==> config.mk <==
export PLATFORM = sky130hd
export DESIGN_NAME = wdtu_unit
export DESIGN_NICKNAME = d
export VERILOG_FILES = /design/src/common/wdtu_pkg.sv /design/src/hdl/wdtu_unit.sv
export SDC_FILE = /design/constraint.sdc
export NUM_CORES = 1
export LEC_CHECK = 0
export ABC_AREA = 1
export BUFFER_PORTS_ARGS = -buffer_cell sky130_fd_sc_hd__buf_4
export CAP_MARGIN = 30
export CORE_ASPECT_RATIO = 1.75
export CORE_MARGIN = 10
export CORE_UTILIZATION = 56
export CTS_CLUSTER_DIAMETER = 200
export DETAILED_ROUTE_END_ITERATION = 8
export PLACE_DENSITY = 0.8
export SETUP_SLACK_MARGIN = 0.5
export SLEW_MARGIN = 20
export SYNTH_ARGS = -nofsm -noshare
export SYNTH_HDL_FRONTEND = slang
export SYNTH_SLANG_ARGS = --single-unit
==> constraint.sdc <==
create_clock -name clk -period 2.15 [get_ports clk]
set_input_delay 0.215 -clock clk [delete_from_list [all_inputs] [get_ports clk]]
set_output_delay 0.215 -clock clk [all_outputs]
set_load 0.05 [all_outputs]
==> src/common/wdtu_pkg.sv <==
// Constants and types for the watchdog timer unit.
// Assumes an 8-bit special-function register port on the processor core.
package wdtu_pkg;

    // Control register location and field positions
    localparam logic [7:0] WDTU_CTRL_ADDR   = 8'hC0;
    localparam int         WDTU_UNLOCK_BIT  = 0;
    localparam int         WDTU_ARM_BIT     = 1;
    localparam int         WDTU_STATUS_BIT  = 2;
    localparam int         WDTU_RESP_BIT    = 3;
    localparam int         WDTU_SEL_LSB     = 4;
    localparam int         WDTU_SEL_W       = 4;

    // Values after reset
    localparam logic [3:0] WDTU_SEL_RST     = 4'h7;
    localparam logic       WDTU_ARM_RST     = 1'b1;
    localparam logic       WDTU_RESP_RST    = 1'b0;
    localparam logic       WDTU_STATUS_RST  = 1'b0;

    // Timeout select codes
    localparam logic [3:0] WDTU_SEL_MAX     = 4'h7;
    localparam logic [3:0] WDTU_SEL_AUTO    = 4'h8;
    localparam logic [3:0] WDTU_SEL_DLOAD   = 4'h9;

    // Crystal timing: shortest period is 2^9 crystal ticks (15.6 ms)
    localparam int         WDTU_XTAL_HZ     = 32768;
    localparam int         WDTU_CNT_W       = 16;
    localparam int         WDTU_BASE_SHIFT  = 9;
    localparam logic [15:0] WDTU_CNT_FULL   = 16'hFFFF;

    // Progress of the two-step write unlock
    typedef enum logic [1:0] {
        UL_IDLE = 2'b00,
        UL_SET  = 2'b01,
        UL_OPEN = 2'b10
    } wdtu_unlock_t;

endpackage

==> src/hdl/wdtu_unit.sv <==
// Watchdog timer unit: control register, unlock sequencing, timeout counter.
// Assumes a core-side SFR port with byte and bit writes, an end-of-instruction
// pulse, and a one-cycle crystal tick enable at 32.768 kHz, all on clk.
module wdtu_unit
    import wdtu_pkg::*;
(
    // Clock and pin reset
    input  wire logic       clk,
    input  wire logic       resetn,
    // Byte access to special-function registers
    input  wire logic [7:0] sfr_addr,
    input  wire logic       sfr_wr,
    input  wire logic [7:0] sfr_wdata,
    input  wire logic       sfr_rd,
    output logic      [7:0] sfr_rdata,
    // Single-bit writes (bit address space)
    input  wire logic [7:0] bit_addr,
    input  wire logic       bit_wr,
    input  wire logic       bit_wdata,
    // Core timing
    input  wire logic       insn_end,
    input  wire logic       xtal_tick,
    // Flash byte, most significant bit
    input  wire logic       flash_lock_bit,
    // Requests to reset generator and interrupt controller
    output logic            wdt_sys_reset_req,
    output logic            wdt_download_req,
    output logic            wdt_irq_req
);
    import wdtu_pkg::*;

    logic [3:0]            sel_q;
    logic                  resp_q;
    logic                  arm_q;
    logic                  status_q;
    logic [WDTU_CNT_W-1:0] cnt_q;
    wdtu_unlock_t          ul_q;
    wdtu_unlock_t          ul_d;
    logic [3:0]            sel_d;
    logic                  status_d;
    logic [WDTU_CNT_W-1:0] cnt_d;
    logic [7:0]            rdata_q;
    logic                  sysrst_q;
    logic                  dload_q;
    logic                  irq_q;

    logic                  locked;
    logic                  arm_eff;
    logic                  resp_eff;
    logic [7:0]            cur_val;
    logic                  byte_hit;
    logic                  bit_hit;
    logic                  wr_any;
    logic [7:0]            new_val;
    logic                  accept;
    logic                  unlock_req;
    logic [3:0]            new_sel;
    logic                  auto_rst;
    logic                  dload_rst;
    logic                  sel_valid;
    logic [WDTU_CNT_W-1:0] code_limit [8];
    logic [WDTU_CNT_W-1:0] limit;
    logic                  expire;
    logic                  own_rst;
    logic                  restart;

    // Flash lock is active while the stored bit reads zero
    assign locked   = ~flash_lock_bit;
    assign arm_eff  = arm_q | locked;
    assign resp_eff = resp_q & ~locked;

    // Register image as software sees it
    always_comb begin
        cur_val                  = 8'h00;
        cur_val[WDTU_SEL_LSB+:4] = sel_q;
        cur_val[WDTU_RESP_BIT]   = resp_eff;
        cur_val[WDTU_STATUS_BIT] = status_q;
        cur_val[WDTU_ARM_BIT]    = arm_eff;
        cur_val[WDTU_UNLOCK_BIT] = (ul_q != UL_IDLE);
    end

    // Bit addresses C0..C7 reach control bits 0..7
    assign byte_hit = sfr_wr && (sfr_addr == WDTU_CTRL_ADDR);
    assign bit_hit  = bit_wr && (bit_addr[7:3] == WDTU_CTRL_ADDR[7:3]);
    assign wr_any   = byte_hit || bit_hit;

    // Bit writes merge into the current image; the unlock bit of the
    // image is not carried, so a bit write elsewhere cannot re-unlock.
    always_comb begin
        if (byte_hit) begin
            new_val = sfr_wdata;
        end else begin
            new_val = cur_val;
            new_val[WDTU_UNLOCK_BIT] = 1'b0;
            new_val[bit_addr[2:0]]   = bit_wdata;
        end
    end

    // The honoured write consumes the unlock; otherwise setting bit 0 unlocks
    assign accept     = wr_any && (ul_q == UL_OPEN);
    assign unlock_req = wr_any && !accept && new_val[WDTU_UNLOCK_BIT];
    assign new_sel    = new_val[WDTU_SEL_LSB+:4];

    // Zero-delay resets selected by special codes
    assign auto_rst  = accept && (new_sel == WDTU_SEL_AUTO);
    assign dload_rst = accept && (new_sel == WDTU_SEL_DLOAD);

    // Period doubles per code: code 0 is 512 ticks, code 7 is 65536
    assign sel_valid = (sel_q <= WDTU_SEL_MAX);
    for (genvar g = 0; g <= int'(WDTU_SEL_MAX); g++) begin : g_limit
        assign code_limit[g] = WDTU_CNT_FULL >> (int'(WDTU_SEL_MAX) - g);
    end
    assign limit     = code_limit[sel_q[2:0]];
    assign expire    = arm_eff && xtal_tick && sel_valid
                       && (cnt_q == limit);

    // Watchdog reset re-initialises this unit, except the status flag
    assign own_rst = (expire && !resp_eff) || auto_rst || dload_rst;
    assign restart = accept && new_val[WDTU_ARM_BIT];

    // Unlock sequencing: set during one instruction, open for the next
    always_comb begin
        ul_d = ul_q;
        unique case (ul_q)
            UL_IDLE: begin
                if (unlock_req) begin
                    ul_d = insn_end ? UL_OPEN : UL_SET;
                end
            end
            UL_SET: begin
                if (insn_end) begin
                    ul_d = UL_OPEN;
                end
            end
            UL_OPEN: begin
                if (accept || insn_end) begin
                    ul_d = UL_IDLE;
                end
            end
            default: begin
                ul_d = UL_IDLE;
            end
        endcase
        if (own_rst) begin
            ul_d = UL_IDLE;
        end
    end

    always_ff @(posedge clk or negedge resetn) begin
        if (!resetn) begin
            ul_q <= UL_IDLE;
        end else begin
            ul_q <= ul_d;
        end
    end

    // Timeout select: writable even under flash lock
    // Codes 1000 and 1001 never persist: they re-initialise the unit at once
    always_comb begin
        sel_d = sel_q;
        if (own_rst) begin
            sel_d = WDTU_SEL_RST;
        end else if (accept) begin
            sel_d = new_sel;
        end
    end

    always_ff @(posedge clk or negedge resetn) begin
        if (!resetn) begin
            sel_q <= WDTU_SEL_RST;
        end else begin
            sel_q <= sel_d;
        end
    end

    // Arm and response: frozen while the flash lock is active
    // Under lock the stored bits keep their value; the image is forced instead
    always_ff @(posedge clk or negedge resetn) begin
        if (!resetn) begin
            arm_q <= WDTU_ARM_RST;
        end else if (own_rst) begin
            arm_q <= WDTU_ARM_RST;
        end else if (accept && !locked) begin
            arm_q <= new_val[WDTU_ARM_BIT];
        end
    end

    always_ff @(posedge clk or negedge resetn) begin
        if (!resetn) begin
            resp_q <= WDTU_RESP_RST;
        end else if (own_rst) begin
            resp_q <= WDTU_RESP_RST;
        end else if (accept && !locked) begin
            resp_q <= new_val[WDTU_RESP_BIT];
        end
    end

    // Status survives own resets; only pin reset or a written zero clear it.
    // A timeout in the same cycle as the clearing write wins.
    always_comb begin
        status_d = status_q;
        if (accept && !new_val[WDTU_STATUS_BIT]) begin
            status_d = 1'b0;
        end
        if (expire) begin
            status_d = 1'b1;
        end
    end

    always_ff @(posedge clk or negedge resetn) begin
        if (!resetn) begin
            status_q <= WDTU_STATUS_RST;
        end else begin
            status_q <= status_d;
        end
    end

    // Counter advances on crystal ticks only, so periods ignore clk rate
    // Held, not cleared, while disarmed; re-arming, expiry or own reset zeroes it
    always_comb begin
        cnt_d = cnt_q;
        if (own_rst || restart) begin
            cnt_d = '0;
        end else if (expire) begin
            cnt_d = '0;
        end else if (arm_eff && xtal_tick) begin
            cnt_d = cnt_q + 16'h0001;
        end
    end

    always_ff @(posedge clk or negedge resetn) begin
        if (!resetn) begin
            cnt_q <= '0;
        end else begin
            cnt_q <= cnt_d;
        end
    end

    // Response requests, one cycle each
    always_ff @(posedge clk or negedge resetn) begin
        if (!resetn) begin
            sysrst_q <= 1'b0;
        end else begin
            sysrst_q <= (expire && !resp_eff) || auto_rst;
        end
    end

    always_ff @(posedge clk or negedge resetn) begin
        if (!resetn) begin
            dload_q <= 1'b0;
        end else begin
            dload_q <= dload_rst;
        end
    end

    // No global enable gating: this request always goes out.
    // A reset issued in the same cycle takes precedence over it.
    always_ff @(posedge clk or negedge resetn) begin
        if (!resetn) begin
            irq_q <= 1'b0;
        end else begin
            irq_q <= expire && resp_eff && !auto_rst && !dload_rst;
        end
    end

    // Registered read data; other addresses read zero
    always_ff @(posedge clk or negedge resetn) begin
        if (!resetn) begin
            rdata_q <= 8'h00;
        end else if (sfr_rd) begin
            rdata_q <= (sfr_addr == WDTU_CTRL_ADDR) ? cur_val : 8'h00;
        end
    end

    assign sfr_rdata         = rdata_q;
    assign wdt_sys_reset_req = sysrst_q;
    assign wdt_download_req  = dload_q;
    assign wdt_irq_req       = irq_q;

endmodule

-- Word level (Yosys, flattened, before mapping)
Memories as Yosys holds them, arrays and structs flattened.
Cells that the tools add are included.
- $lt $le $gt $ge: 4
- $add $sub $neg: 1
- reduce and logical (&&, ||, !) cells: 35
- bitwise logic cells: 4
- mux-type cells: 24
- equal/unequal tests: 10
- operator list (kind ; count):
    $mux W16 ; 5
    $logic_and A1 B1 Y1 ; 18
    $add A16 B1 Y16 const B ; 1
    $eq A16 B16 Y1 ; 1
    $mux W8 ; 2
    $mux W2 ; 5
    $bwmux W8 ; 1
    $eq A4 B4 Y1 const B ; 2
    $eq A8 B8 Y1 const B ; 1
    $mux W4 ; 2
    $reduce_bool A2 Y1 ; 4
    $mux W1 ; 7
    $ne A3 B3 Y1 const B ; 2
    $pmux W2 S3 ; 1
    $eq A5 B5 Y1 const B ; 1
    $logic_not A1 Y1 ; 5
    $logic_or A1 B1 Y1 ; 5
    $ge A4 B4 Y1 const B ; 1
    $le A4 B3 Y1 const B ; 1
    $lt A3 B4 Y1 const B ; 1
    $not A3 Y4 ; 1
    $demux W1 S3 ; 1
    $ge A3 B1 Y1 const B ; 1
    $ne A3 B2 Y1 const B ; 1
    other kinds (8) ; 8
- flip-flop bits (word level): 36
- memories kept: 1
- output and inout bits: 11
- logic and storage cells: 89
- bits in read-only memories: 128
- memories (name ; words ; width ; rd ports ; clocked after Yosys merged registers in ; write ports ; line ; RTL):
    (name not given) ; 8 ; 16 ; 1 ; 0 ; 0 ; wdtu_unit.sv:113 ; assign limit = code_limit[sel_q[2:0]];

-- Logic depth before layout (Yosys ltp)
Gate-level depths: netlist of the first run.
- word-level depth: 12
- mapped depth: 13
- mapped depth without buffers: 12

-- Least setup slack after synthesis of the first run
Ideal clock, no wire load.
- path type: register to register
- from: register sel_q[2]
- to: register cnt_q[14]
- path slack: 0.499 ns
- data required time: 2.032 ns
- cell stages (with the launch flop): 13
- data arrival time: 1.533 ns
- path buffers: 1
- path through: dfstp_2 -> buf_6 -> inv_2 -> nand3_1 -> inv_1 -> nor2_1 -> nand2_1 -> nor2_2 -> nand3_4 -> nand2_4 -> nor2_4 -> nand2_4 -> nor2_1
- longest elaborated chain between the ends: 11
- ends and longest elaborated chain (item ; line ; RTL):
    start: declaration ; wdtu_unit.sv:32 ; logic [3:0] sel_q;
    start signal: assignment ; wdtu_unit.sv:172 ; sel_q <= sel_d;
    $not A3 Y4 (implied by the code) ; wdtu_unit.sv:113 ;
    $mem_v2 Z8 W16 ; -- ;
    $mux W16 (implied by the code) (2 in a row) ; wdtu_unit.sv:113 ;
    $eq A16 B16 Y1 ; wdtu_unit.sv:115 ; && (cnt_q == limit);
    $logic_and A1 B1 Y1 ; wdtu_unit.sv:115 ;
    $logic_and A1 B1 Y1 ; wdtu_unit.sv:118 ; assign own_rst = (expire && !resp_eff) || auto_rst || dload_rst;
    $logic_or A1 B1 Y1 (2 in a row) ; wdtu_unit.sv:118 ;
    $logic_or A1 B1 Y1 ; wdtu_unit.sv:222 ; if (own_rst || restart) begin
    $reduce_bool A3 Y1 (no source line) / $mux W16 (equally long branches) ; -- ;
    end signal: assignment ; wdtu_unit.sv:235 ; cnt_q <= cnt_d;
    end: declaration ; wdtu_unit.sv:36 ; logic [WDTU_CNT_W-1:0] cnt_q;
Several ways; a longest one is shown, not always the timed one. The select of a mux whose other input is x is not followed.
A chain may end at the register's enable or synchronous reset.

-- Worst setup path after layout of the first run
- from: register sel_q[2]
- to: register ul_q[0]
- longest elaborated chain between the ends: 11
- ends and longest elaborated chain (item ; line ; RTL):
    $not A3 Y4 (implied by the code) ; wdtu_unit.sv:113 ;
    $mem_v2 Z8 W16 ; -- ;
    $mux W16 (implied by the code) (2 in a row) ; wdtu_unit.sv:113 ;
    $eq A16 B16 Y1 ; wdtu_unit.sv:115 ;
    $logic_and A1 B1 Y1 ; wdtu_unit.sv:115 ;
    $logic_and A1 B1 Y1 ; wdtu_unit.sv:118 ;
    $logic_or A1 B1 Y1 ; wdtu_unit.sv:118 ;
    $logic_or A1 B1 Y1 * ; wdtu_unit.sv:118 ;
    $ne A3 B2 Y1 (no source line) / $ne A3 B3 Y1 (equally long branches) ; -- ;
    $reduce_and A3 Y1 (no source line) ; -- ;
    end signal: assignment ; wdtu_unit.sv:153 ; ul_q <= ul_d;
    end: declaration ; wdtu_unit.sv:37 ; wdtu_unlock_t ul_q;
Mark *: on every way between the ends. The rest lies on a longest branch, timed or not. The select of a mux whose other input is x is not followed.

==> results_dict.tcl, run 1 <==
set metrics [dict create \
    cellPowerDensity_mw_per_mm2 711 \
    synthTopCellsByArea "dfrtp_1, nand2_1, inv_1" \
    status "finished, final reports clean" \
    p_int_uw 1380 \
    yosysUniqueCellTypes 32 \
    worstSkewPairLatency_ps 290 \
    portBuffers 43 \
    cpLargestDelayFamily "simple AND/OR/NAND/NOR gates" \
    arrival_ps 2040 \
    r2r_cells 10 \
    worst_pin_slew_ps 460 \
    ys_ff_latch 36 \
    synth_top_cell_by_area "dfrtp_1" \
    core_mm2 0.00411 \
    finalSetupViolCount 0 \
    worstSetupStartpointType "flop" \
    path_cells "buf_6, a21oi_2, nor2_1, nand3_1, nor2_4, nand3_4, buf_4, nand4_1, nand3_1, nand2_1" \
    grtUsageMet2_pct 34.1 \
    seqPwrFrac_pct 42.3 \
    die_x_um 69.3 \
    finalCritPeriodShare_pct 84.2 \
    antenna_cells 0 \
    multi_input_area_mm2 0.00129 \
    dp_hpwl_mm 5.14 \
    fmax_mhz 552 \
    yosysWarningCount 0 \
    cp.required_ps 2380 \
    synthesis.nets 377 \
    cap_violations 0 \
    grt-ovfl-total 0 \
    ctsRootBufferMaster "clkbuf_8" \
    antenna_found_initial 0 \
    syn_area_per_cell_um2 6.93 \
    die-height_um 106 \
    netlist_area_mm2 0.00238 \
    first_iter_violations 145 \
    grt-busiest-layer "met2" \
    final_nets 437 \
    p_leak_uw 0.00160 \
    synth_edf_count 0 \
    fin_crit_ps 1810 \
    cp_max_fo 6 \
    sw_frac_of_total_pct 35.7 \
    clk_pin_slew_ps 70 \
    cpMostUsedCell "nand3_1" \
    slew_violations 0 \
    relSlewSlack_pct 69.4 \
    worstHoldPathCells 3 \
    drive_gt1_share_pct 25.2 \
    route.detailed.drc 0 \
    routedWlPerCell_um 14.8 \
    use_met3_pct 5.03 \
    yosysSeqAreaShare_pct 38.1 \
    crit_path_end_kind "flop" \
    crit_buf_inv 2 \
    p_comb_share_pct 32.9 \
    num-fill-cells 344 \
    cpPeakStageDelay_ps 630 \
    synth_flop_cell "dfrtp_1" \
    numCtsBuffers 5 \
    start_util_pct 57.9 \
    grt_pass1_wl_mm 11.2 \
    regArea_um2 906 \
    final_cell_count_no_fill 453 \
    p_switching_uw 764 \
    yosysMostFrequentCell "nand2_1" \
    vdd_drop_max_uv 776 \
    grt_pass1_vias 2598 \
    pin_count 44 \
    dieArea_mm2 0.00736 \
    drt-pass1-iter-count 5 \
    tns_ps 0 \
    crit_slowest_cell "dfstp_2" \
    area_growth_pct 26.6 \
    synthArstFlopShare_pct 100 \
    cts_sinks 36 \
    viasPerCell 5.54 \
    gp_congestion 0.937 \
    hold_viol 0 \
    synth_cells 343 \
    rows 31 \
    grt_util_all_layers_pct 18.2 \
    synth_common_cells "nand2_1, inv_1, nor2_1" \
    fin_skew_ps 6.15 \
    drt-total-wl_mm 6.68 \
    use_met1_pct 15.7 \
    r2r_end "ul_q[0]" \
    crit_type "reg2reg" \
    routed-via-count 2508 \
    r2r_slack_ps 340 \
    hold_path_class "in2reg" \
    r2r_start "sel_q[2]" \
    dp.cells 431 \
    ant_nets 0 \
    rsz0062_at_grt "true" \
    grt_max_degree 37 \
    htreeDepth 2 \
    pwr-share-clk_pct 24.8 \
    cts_buffer_depth 2 \
    hp-start "flash_lock_bit" \
    cts_tree "done" \
    hold_path_end "arm_q" \
    synth_top_area_share_pct 33.7 \
]
==> kinds of logic after synthesis <==
| kind of cell | Yosys count | share of synthesized area (%) |
|---|---|---|
| adders and majority gates | 1 | 0.526 |
| buffers and inverters | 58 | 10.3 |
| xor gates and xnor gates | 11 | 4.05 |
| and+or+nand+nor | 200 | 38.2 |
| DFF | 36 | 38.1 |
| AOI/OAI and AO/OA | 37 | 8.84 |
==> placed cells by master (no fill, tap or decap), types with 5 or more instances in the layout <==
cell type   n
nand3_1    26
nand2_2     6
nor2_1     41
nand2_1    87
nor2_2      7
o21ai_1     5
o21ai_0    16
nand4_1     9
xor2_1     11
dfrtp_1    32
o31ai_1     7
clkbuf_8    7
nor3_1      6
inv_1      48
buf_4      54
==> power by group through the flow <==
stage                     Combinational [µW]  Clock (µW)  Sequential (µW)
after global routing                     789         571              923
after CTS                                677         541              904
after floorplan                          423           0              888
final                                    703         531              906
after detailed placement                 560           0              939
after global placement                   555           0              936
==> worst max-delay path by stage <==
stage	endpoint	from	slack [ps]	cells past startpoint
after floorplan	cnt_q[14]	sel_q[1]	520	12
after global placement	cnt_q[14]	sel_q[2]	330	11
after detailed placement	cnt_q[14]	sfr_addr[4]	280	13
after CTS	cnt_q[14]	sel_q[2]	370	11
after global routing	cnt_q[14]	sel_q[2]	210	11
final	ul_q[0]	sel_q[2]	340	10
==> flip-flops by register name, summed over array words and instances, names as in the netlist <==
name and count:
status_q 1, sfr_rdata 8, wdt_sys_reset_req 1, cnt_q 16, ul_q 2, wdt_download_req 1, wdt_irq_req 1, arm_q 1
sel_q 4, resp_q 1
==> area by class of cell <==
class | instances | area share (%)
Clock buffer | 8 | 3.33
Multi-Input combinational cell | 249 | 42.9
Sequential cell | 36 | 30.1
Inverter | 53 | 6.69
Timing Repair Buffer | 58 | 15.0
Tap cell | 49 | 2.04
==> timing repair <==
| action | 4_1_cts | 5_1_grt |
|---|---|---|
| hold buffers | 1 | 0 |
| setup endpoints to repair | 25 | 27 |
| pin swaps | 10 | 10 |
| setup buffers | 11 | 2 |
| resized for setup | 17 | 5 |
| hold endpoints to repair | 32 | 0 |
==> stage by stage <==
stage | hold WS [ps] | worst slack, ps | total power [µW] | utilization (%) | instance area, µm²
global route | 212 | 206 | 2280 | 73.2 | 3010
CTS | 178 | 372 | 2120 | 72.6 | 2980
detailed placement | 195 | 280 | 1500 | 66.3 | 2730
finish | 180 | 340 | 2140 | 73.2 | 3010
floorplan | -80.6 | 518 | 1310 | - | 2380
global placement | 200 | 331 | 1490 | 66.3 | 2730
==> routing by layer <==
metal,vias to the layer above,share of wire (%)
met2,90,55
met5,-,0
met4,0,6.6
met1,1168,33
li1,1214,-
met3,36,5.3
==> worst register-to-register path, cell delays in order, from the launching register on <==
cell and delay [ps]:
dfstp_2 630, buf_6 160, a21oi_2 60, nor2_1 80, nand3_1 120, nor2_4 190
nand3_4 100, buf_4 160, nand4_1 100, nand3_1 80, nand2_1 70
Note: power is estimated with default switching activity, not from simulation.
==> run 2: changes to the inputs <==
==> constraint.sdc (replaced) <==
create_clock -name clk -period 1.76 [get_ports clk]
set_input_delay 0.176 -clock clk [delete_from_list [all_inputs] [get_ports clk]]
set_output_delay 0.176 -clock clk [all_outputs]
set_load 0.05 [all_outputs]
==> run 2 against run 1 <==
Compared with the run above:
- the run now ends with negative setup slack left
- largest power group unchanged
- core utilization grew 5.0 points
- combinational power increased by 44%
- setup slack worse by 450 ps
- fmax decreased by 3.2%
- wire length rose by 7.8%
- first-iteration DRC count fell by 28%
- non-clock buffer count increased by 20
- register-to-register slack worse by 450 ps
- clock power is 37% higher
- final cell count grew 4.4%
- flip-flop and latch count is the same
- critical endpoint is now cnt_q[11]
- total power rose by 33%
==> results_dict.tcl, run 2 (synthesis gave the netlist of run 1 again) <==
set metrics [dict create \
    status "complete, but fails checks" \
    violations "negative setup slack" \
    seqPwrFrac_pct 38.9 \
    worst_pin_slew_ps 462 \
    dp_hpwl_mm 5.38 \
    finalCritPeriodShare_pct 106 \
    hold_viol 0 \
    multi_input_area_mm2 0.00131 \
    grt_pass1_wl_mm 11.8 \
    drt-pass1-iter-count 4 \
    rsz0062_at_grt "true" \
    final_nets 457 \
    portBuffers 43 \
    grt_pass1_vias 2670 \
    vdd_drop_max_uv 637 \
    fin_skew_ps 7.71 \
    largest_reg_flops 16 \
    die-height_um 106 \
    clk_pin_slew_ps 80 \
    cp.required_ps 1940 \
    core_mm2 0.00411 \
    p_int_uw 1850 \
    sw_frac_of_total_pct 35.1 \
    dieArea_mm2 0.00736 \
    pwr-share-clk_pct 25.6 \
    crit_type "reg2reg" \
    cp_max_fo 8 \
    first_iter_violations 104 \
    power_uw 2850 \
    viasPerCell 5.38 \
    cellPowerDensity_mw_per_mm2 887 \
    design_area_mm2 0.00321 \
    drt-total-wl_mm 7.20 \
    die_x_um 69.3 \
    final_core_util_pct 78.2 \
    start_util_pct 57.9 \
    ant_nets 0 \
    ctsRootBufferMaster "clkbuf_8" \
    hold_path_class "in2reg" \
    num-fill-cells 320 \
    crit_path_end_kind "flop" \
    htreeDepth 2 \
    worst_slack_ps -110 \
    area_growth_pct 35.1 \
    layout_common_cells "nand2_1, buf_4, inv_1" \
    cts_tree "done" \
    antenna_found_initial 0 \
    cts_sinks 36 \
    rows 31 \
    final_common_cell "nand2_1" \
    p_comb_share_pct 35.6 \
    drive_gt1_share_pct 32.5 \
    fmax_mhz 535 \
    grt_max_degree 37 \
    route.detailed.drc 0 \
    gp_congestion 0.974 \
    slew_violations 0 \
    fin_crit_ps 1870 \
    pin_count 44 \
    worstSetupStartpointType "flop" \
    cts_buffer_depth 2 \
    relSlewSlack_pct 69.2 \
    routed-via-count 2545 \
    arrival_ps 2050 \
    regArea_um2 906 \
    p_switching_uw 1000 \
    finalSetupViolCount 19 \
    cap_violations 0 \
    routedWlPerCell_um 15.2 \
    numCtsBuffers 5 \
    worstSkewPairLatency_ps 290 \
    p_leak_uw 0.00169 \
    antenna_cells 0 \
    place_area_mm2 0.00287 \
    grt_util_all_layers_pct 19.1 \
    grt-ovfl-total 0 \
    top_register "cnt_q" \
]
run 2: cell types whose count changed in the layout (fill, tap and decap cells not counted), moves of 2 or more:
cell,delta
o21ai_0,-3
buf_4,+14
nand2_1,-4
o21ai_2,+2
clkbuf_8,-2
nand2_2,+6
nor2_1,-8
nand2_4,-2
buf_6,+8
nor2_2,+9
run 2: path summary, 6_finish.rpt:
kind                                      from      endpoint  slack (ps)  cells past startpoint
worst max register to register        sel_q[2]     cnt_q[11]        -110                     12
worst min register to register    sfr_rdata[7]  sfr_rdata[7]         490                      2
min in group asynchronous               resetn     cnt_q[11]         370                      2
worst max-delay path                  sel_q[2]     cnt_q[11]        -110                     12
max in group asynchronous               resetn         arm_q        1020                      2
worst min-delay path            flash_lock_bit         arm_q         150                      3
run 2: cell type report:
type | instances | area share (%)
Clock buffer | 5 | 2.14
Timing Repair Buffer | 78 | 19.3
Sequential cell | 36 | 28.2
Inverter | 53 | 6.27
Tap cell | 49 | 1.91
Clock inverter | 3 | 1.32
Multi-Input combinational cell | 249 | 40.8
run 2: worst max-delay path: stages (launching register included):
cell and delay (ps):
dfstp_2 620, buf_6 130, nor2_4 40, nand2_2 60, nand2_2 70, nor2_2 130, nand2_2 70, nor2_4 150
nand3_4 110, nand2_4 120, nor2_4 60, nand2_4 130, nor2_1 50
run 2: repair_timing:
action / CTS / global route
pin swaps: 26 / 15
hold endpoints to repair: 32 / 0
setup endpoints to repair: 28 / 29
hold buffers: 1 / 0
resized for setup: 21 / 22
buffers inserted: 9 / 5
run 2: metrics by stage:
stage               worst slack (ps)  instances  hold slack [ps]  setup TNS [ps]
floorplan                        139        343             -120               0
global placement               -86.9        450              149            -733
detailed placement             -71.8        450              154            -878
CTS                            -21.6        468              149            -144
global route                    -183        473              176           -3210
finish                          -110        473              148           -1750
run 2: routing by layer:
metal  part of all wire [%]  vias to the layer above  global-route usage, %
li1                       -                     1260                      -
met2                     56                       89                   36.5
met5                      0                        -                      0
met3                    4.7                       31                   4.56
met1                     34                     1165                   16.7
met4                    5.3                        0                   13.6
run 2: power by group through the flow:
stage          clock [µW]  combinational (µW)  sequential (µW)
6_report              729                1010             1110
5_1_grt               770                1130             1130
4_1_cts               728                 926             1100
3_5_place_dp            0                 828             1120
3_3_place_gp            0                 814             1120
2_1_floorplan           0                 515             1090
==> run 3: changes to the inputs <==
--- a/config.mk
+++ b/config.mk
@@ -13,7 +13,7 @@
 export CORE_UTILIZATION = 56
 export CTS_CLUSTER_DIAMETER = 200
 export DETAILED_ROUTE_END_ITERATION = 8
-export PLACE_DENSITY = 0.8
+export PLACE_DENSITY = 0.84
 export SETUP_SLACK_MARGIN = 0.5
 export SLEW_MARGIN = 20
 export SYNTH_ARGS = -nofsm -noshare
==> run 3 against run 2 <==
Compared with the run above:
- the flow still finishes with violations (negative setup slack)
- flip-flop and latch count unchanged
- wire length increased by 10%
- die area unchanged
- setup slack got worse by 130 ps
- clock skew decreased by 4.8 ps
- core utilization increased by 3.0 points
- critical path type unchanged
- largest cell class unchanged
==> results_dict.tcl, run 3 (synthesis gave the netlist of run 1 again) <==
set metrics [dict create \
    status "complete, but fails checks" \
    violations "negative setup slack" \
    grt-ovfl-total 0 \
    grt_pass1_vias 2664 \
    finalSetupViolCount 23 \
    htreeDepth 2 \
    crit_type "reg2reg" \
    portBuffers 43 \
    dp_hpwl_mm 5.41 \
    rsz0062_at_grt "true" \
    crit_path_end_kind "flop" \
    area_growth_pct 40.4 \
    routedWlPerCell_um 16.7 \
    fin_hold_ws_ps 137 \
    start_util_pct 57.9 \
    layout_common_cells "nand2_1, buf_4, inv_1" \
    dieArea_mm2 0.00736 \
    cts_sinks 36 \
    ant_nets 0 \
    design_area_mm2 0.00334 \
    die-height_um 106 \
    grt_max_degree 37 \
    clk_pin_slew_ps 70 \
    arrival_ps 2220 \
    cp.required_ps 1980 \
    vdd_drop_max_uv 563 \
    fin_skew_ps 2.94 \
    drive_gt1_share_pct 35.1 \
    top_register "cnt_q" \
    use_met1_pct 16.6 \
    use_met3_pct 3.72 \
    final_common_cell "nand2_1" \
    slew_violations 0 \
    die_x_um 69.3 \
    grtUsageMet2_pct 37.4 \
    drt-pass1-iter-count 6 \
    hold_path_class "in2reg" \
    place_area_mm2 0.00286 \
    rows 31 \
    cp_max_fo 8 \
    grt_util_all_layers_pct 19.4 \
    final_nets 460 \
    worstSetupStartpointType "flop" \
    largest_reg_flops 16 \
    hold_viol 0 \
    p_leak_uw 0.00172 \
    worst_pin_slew_ps 510 \
    worst_slack_ps -236 \
    place_ws_ps -66.3 \
    ctsRootBufferMaster "clkbuf_8" \
    hp-start "flash_lock_bit" \
    fmax_mhz 501 \
    fin_crit_ps 2000 \
    pin_count 44 \
    r2r_start "sel_q[1]" \
    antenna_cells 0 \
    viasPerCell 5.63 \
    relSlewSlack_pct 65.7 \
    first_iter_violations 166 \
    grt-busiest-layer "met2" \
    tns_ps -3600 \
    cap_violations 0 \
    gp_congestion 0.925 \
    grt_pass1_wl_mm 11.9 \
    numCtsBuffers 5 \
    finalCritPeriodShare_pct 113 \
    routed-via-count 2682 \
    num-fill-cells 271 \
    drt-total-wl_mm 7.95 \
    cts_tree "done" \
    cts_buffer_depth 2 \
    cp-startpoint "sel_q[1]" \
    dp.cells 448 \
    cellPowerDensity_mw_per_mm2 875 \
    worstSkewPairLatency_ps 290 \
    final_cell_count_no_fill 476 \
    route.detailed.drc 0 \
    core_mm2 0.00411 \
    antenna_found_initial 0 \
]
-- run 3: path summary, 6_finish.rpt --
| kind | slack (ps) | depth (start not counted) | endpoint |
|---|---|---|---|
| worst min register to register | 490 | 2 | sfr_rdata[0] |
| max in group asynchronous | 1040 | 2 | arm_q |
| worst max register to register | -240 | 12 | cnt_q[9] |
| worst max-delay path | -240 | 12 | cnt_q[9] |
| worst min-delay path | 140 | 3 | arm_q |
| min in group asynchronous | 380 | 2 | sfr_rdata[5] |
-- run 3: area by class of cell --
cell class,instances,area [µm²],share of cell area [%]
inverter,53,204,6.11
multi-input combinational,249,1420,42.5
timing repair buffer,81,641,19.2
sequential,36,906,27.1
tap,49,61.3,1.84
clock buffer,6,72.6,2.17
clock inverter,2,35.0,1.05
-- run 3: layer usage --
metal  vias to the layer above  share of wire (%)
met5                         -                  0
met4                         0                6.5
met3                        45                5.7
met2                       142                 55
met1                      1241                 33
li1                       1254                  -
-- run 3: worst max-delay path: stages (launching register included) --
cell     delay (ps)
dfstp_2         570
buf_6           120
buf_4           120
nand4_1         140
nand2_1         130
inv_1            80
nand2_2          90
nor2_4           50
nand3_4          80
nand2_4         100
nor2_4          190
nand2_4         140
nor2_1          110
-- run 3: stage by stage --
stage	util, %	total power (µW)
3_3_place_gp	69.5	1910
2_1_floorplan	-	1600
3_5_place_dp	69.5	1930
5_1_grt	81.2	3060
6_report	81.2	2920
4_1_cts	76.5	2750
-- run 3: where the power goes --
group	internal, µW	total (µW)	leakage (µW)	switching, µW
clock	421	729	0.0000552	309
combinational	482	1090	0.00121	607
sequential	968	1100	0.000458	137
total	1870	2920	0.00172	1050
-- run 3: timing repair --
| action | CTS | global route |
|---|---|---|
| endpoints found under the setup margin | 28 | 29 |
| setup buffers | 13 | 6 |
| pin swaps | 11 | 19 |
| endpoints found under the hold margin | 32 | 0 |
| hold buffers | 1 | 0 |
| gates resized for setup | 23 | 39 |
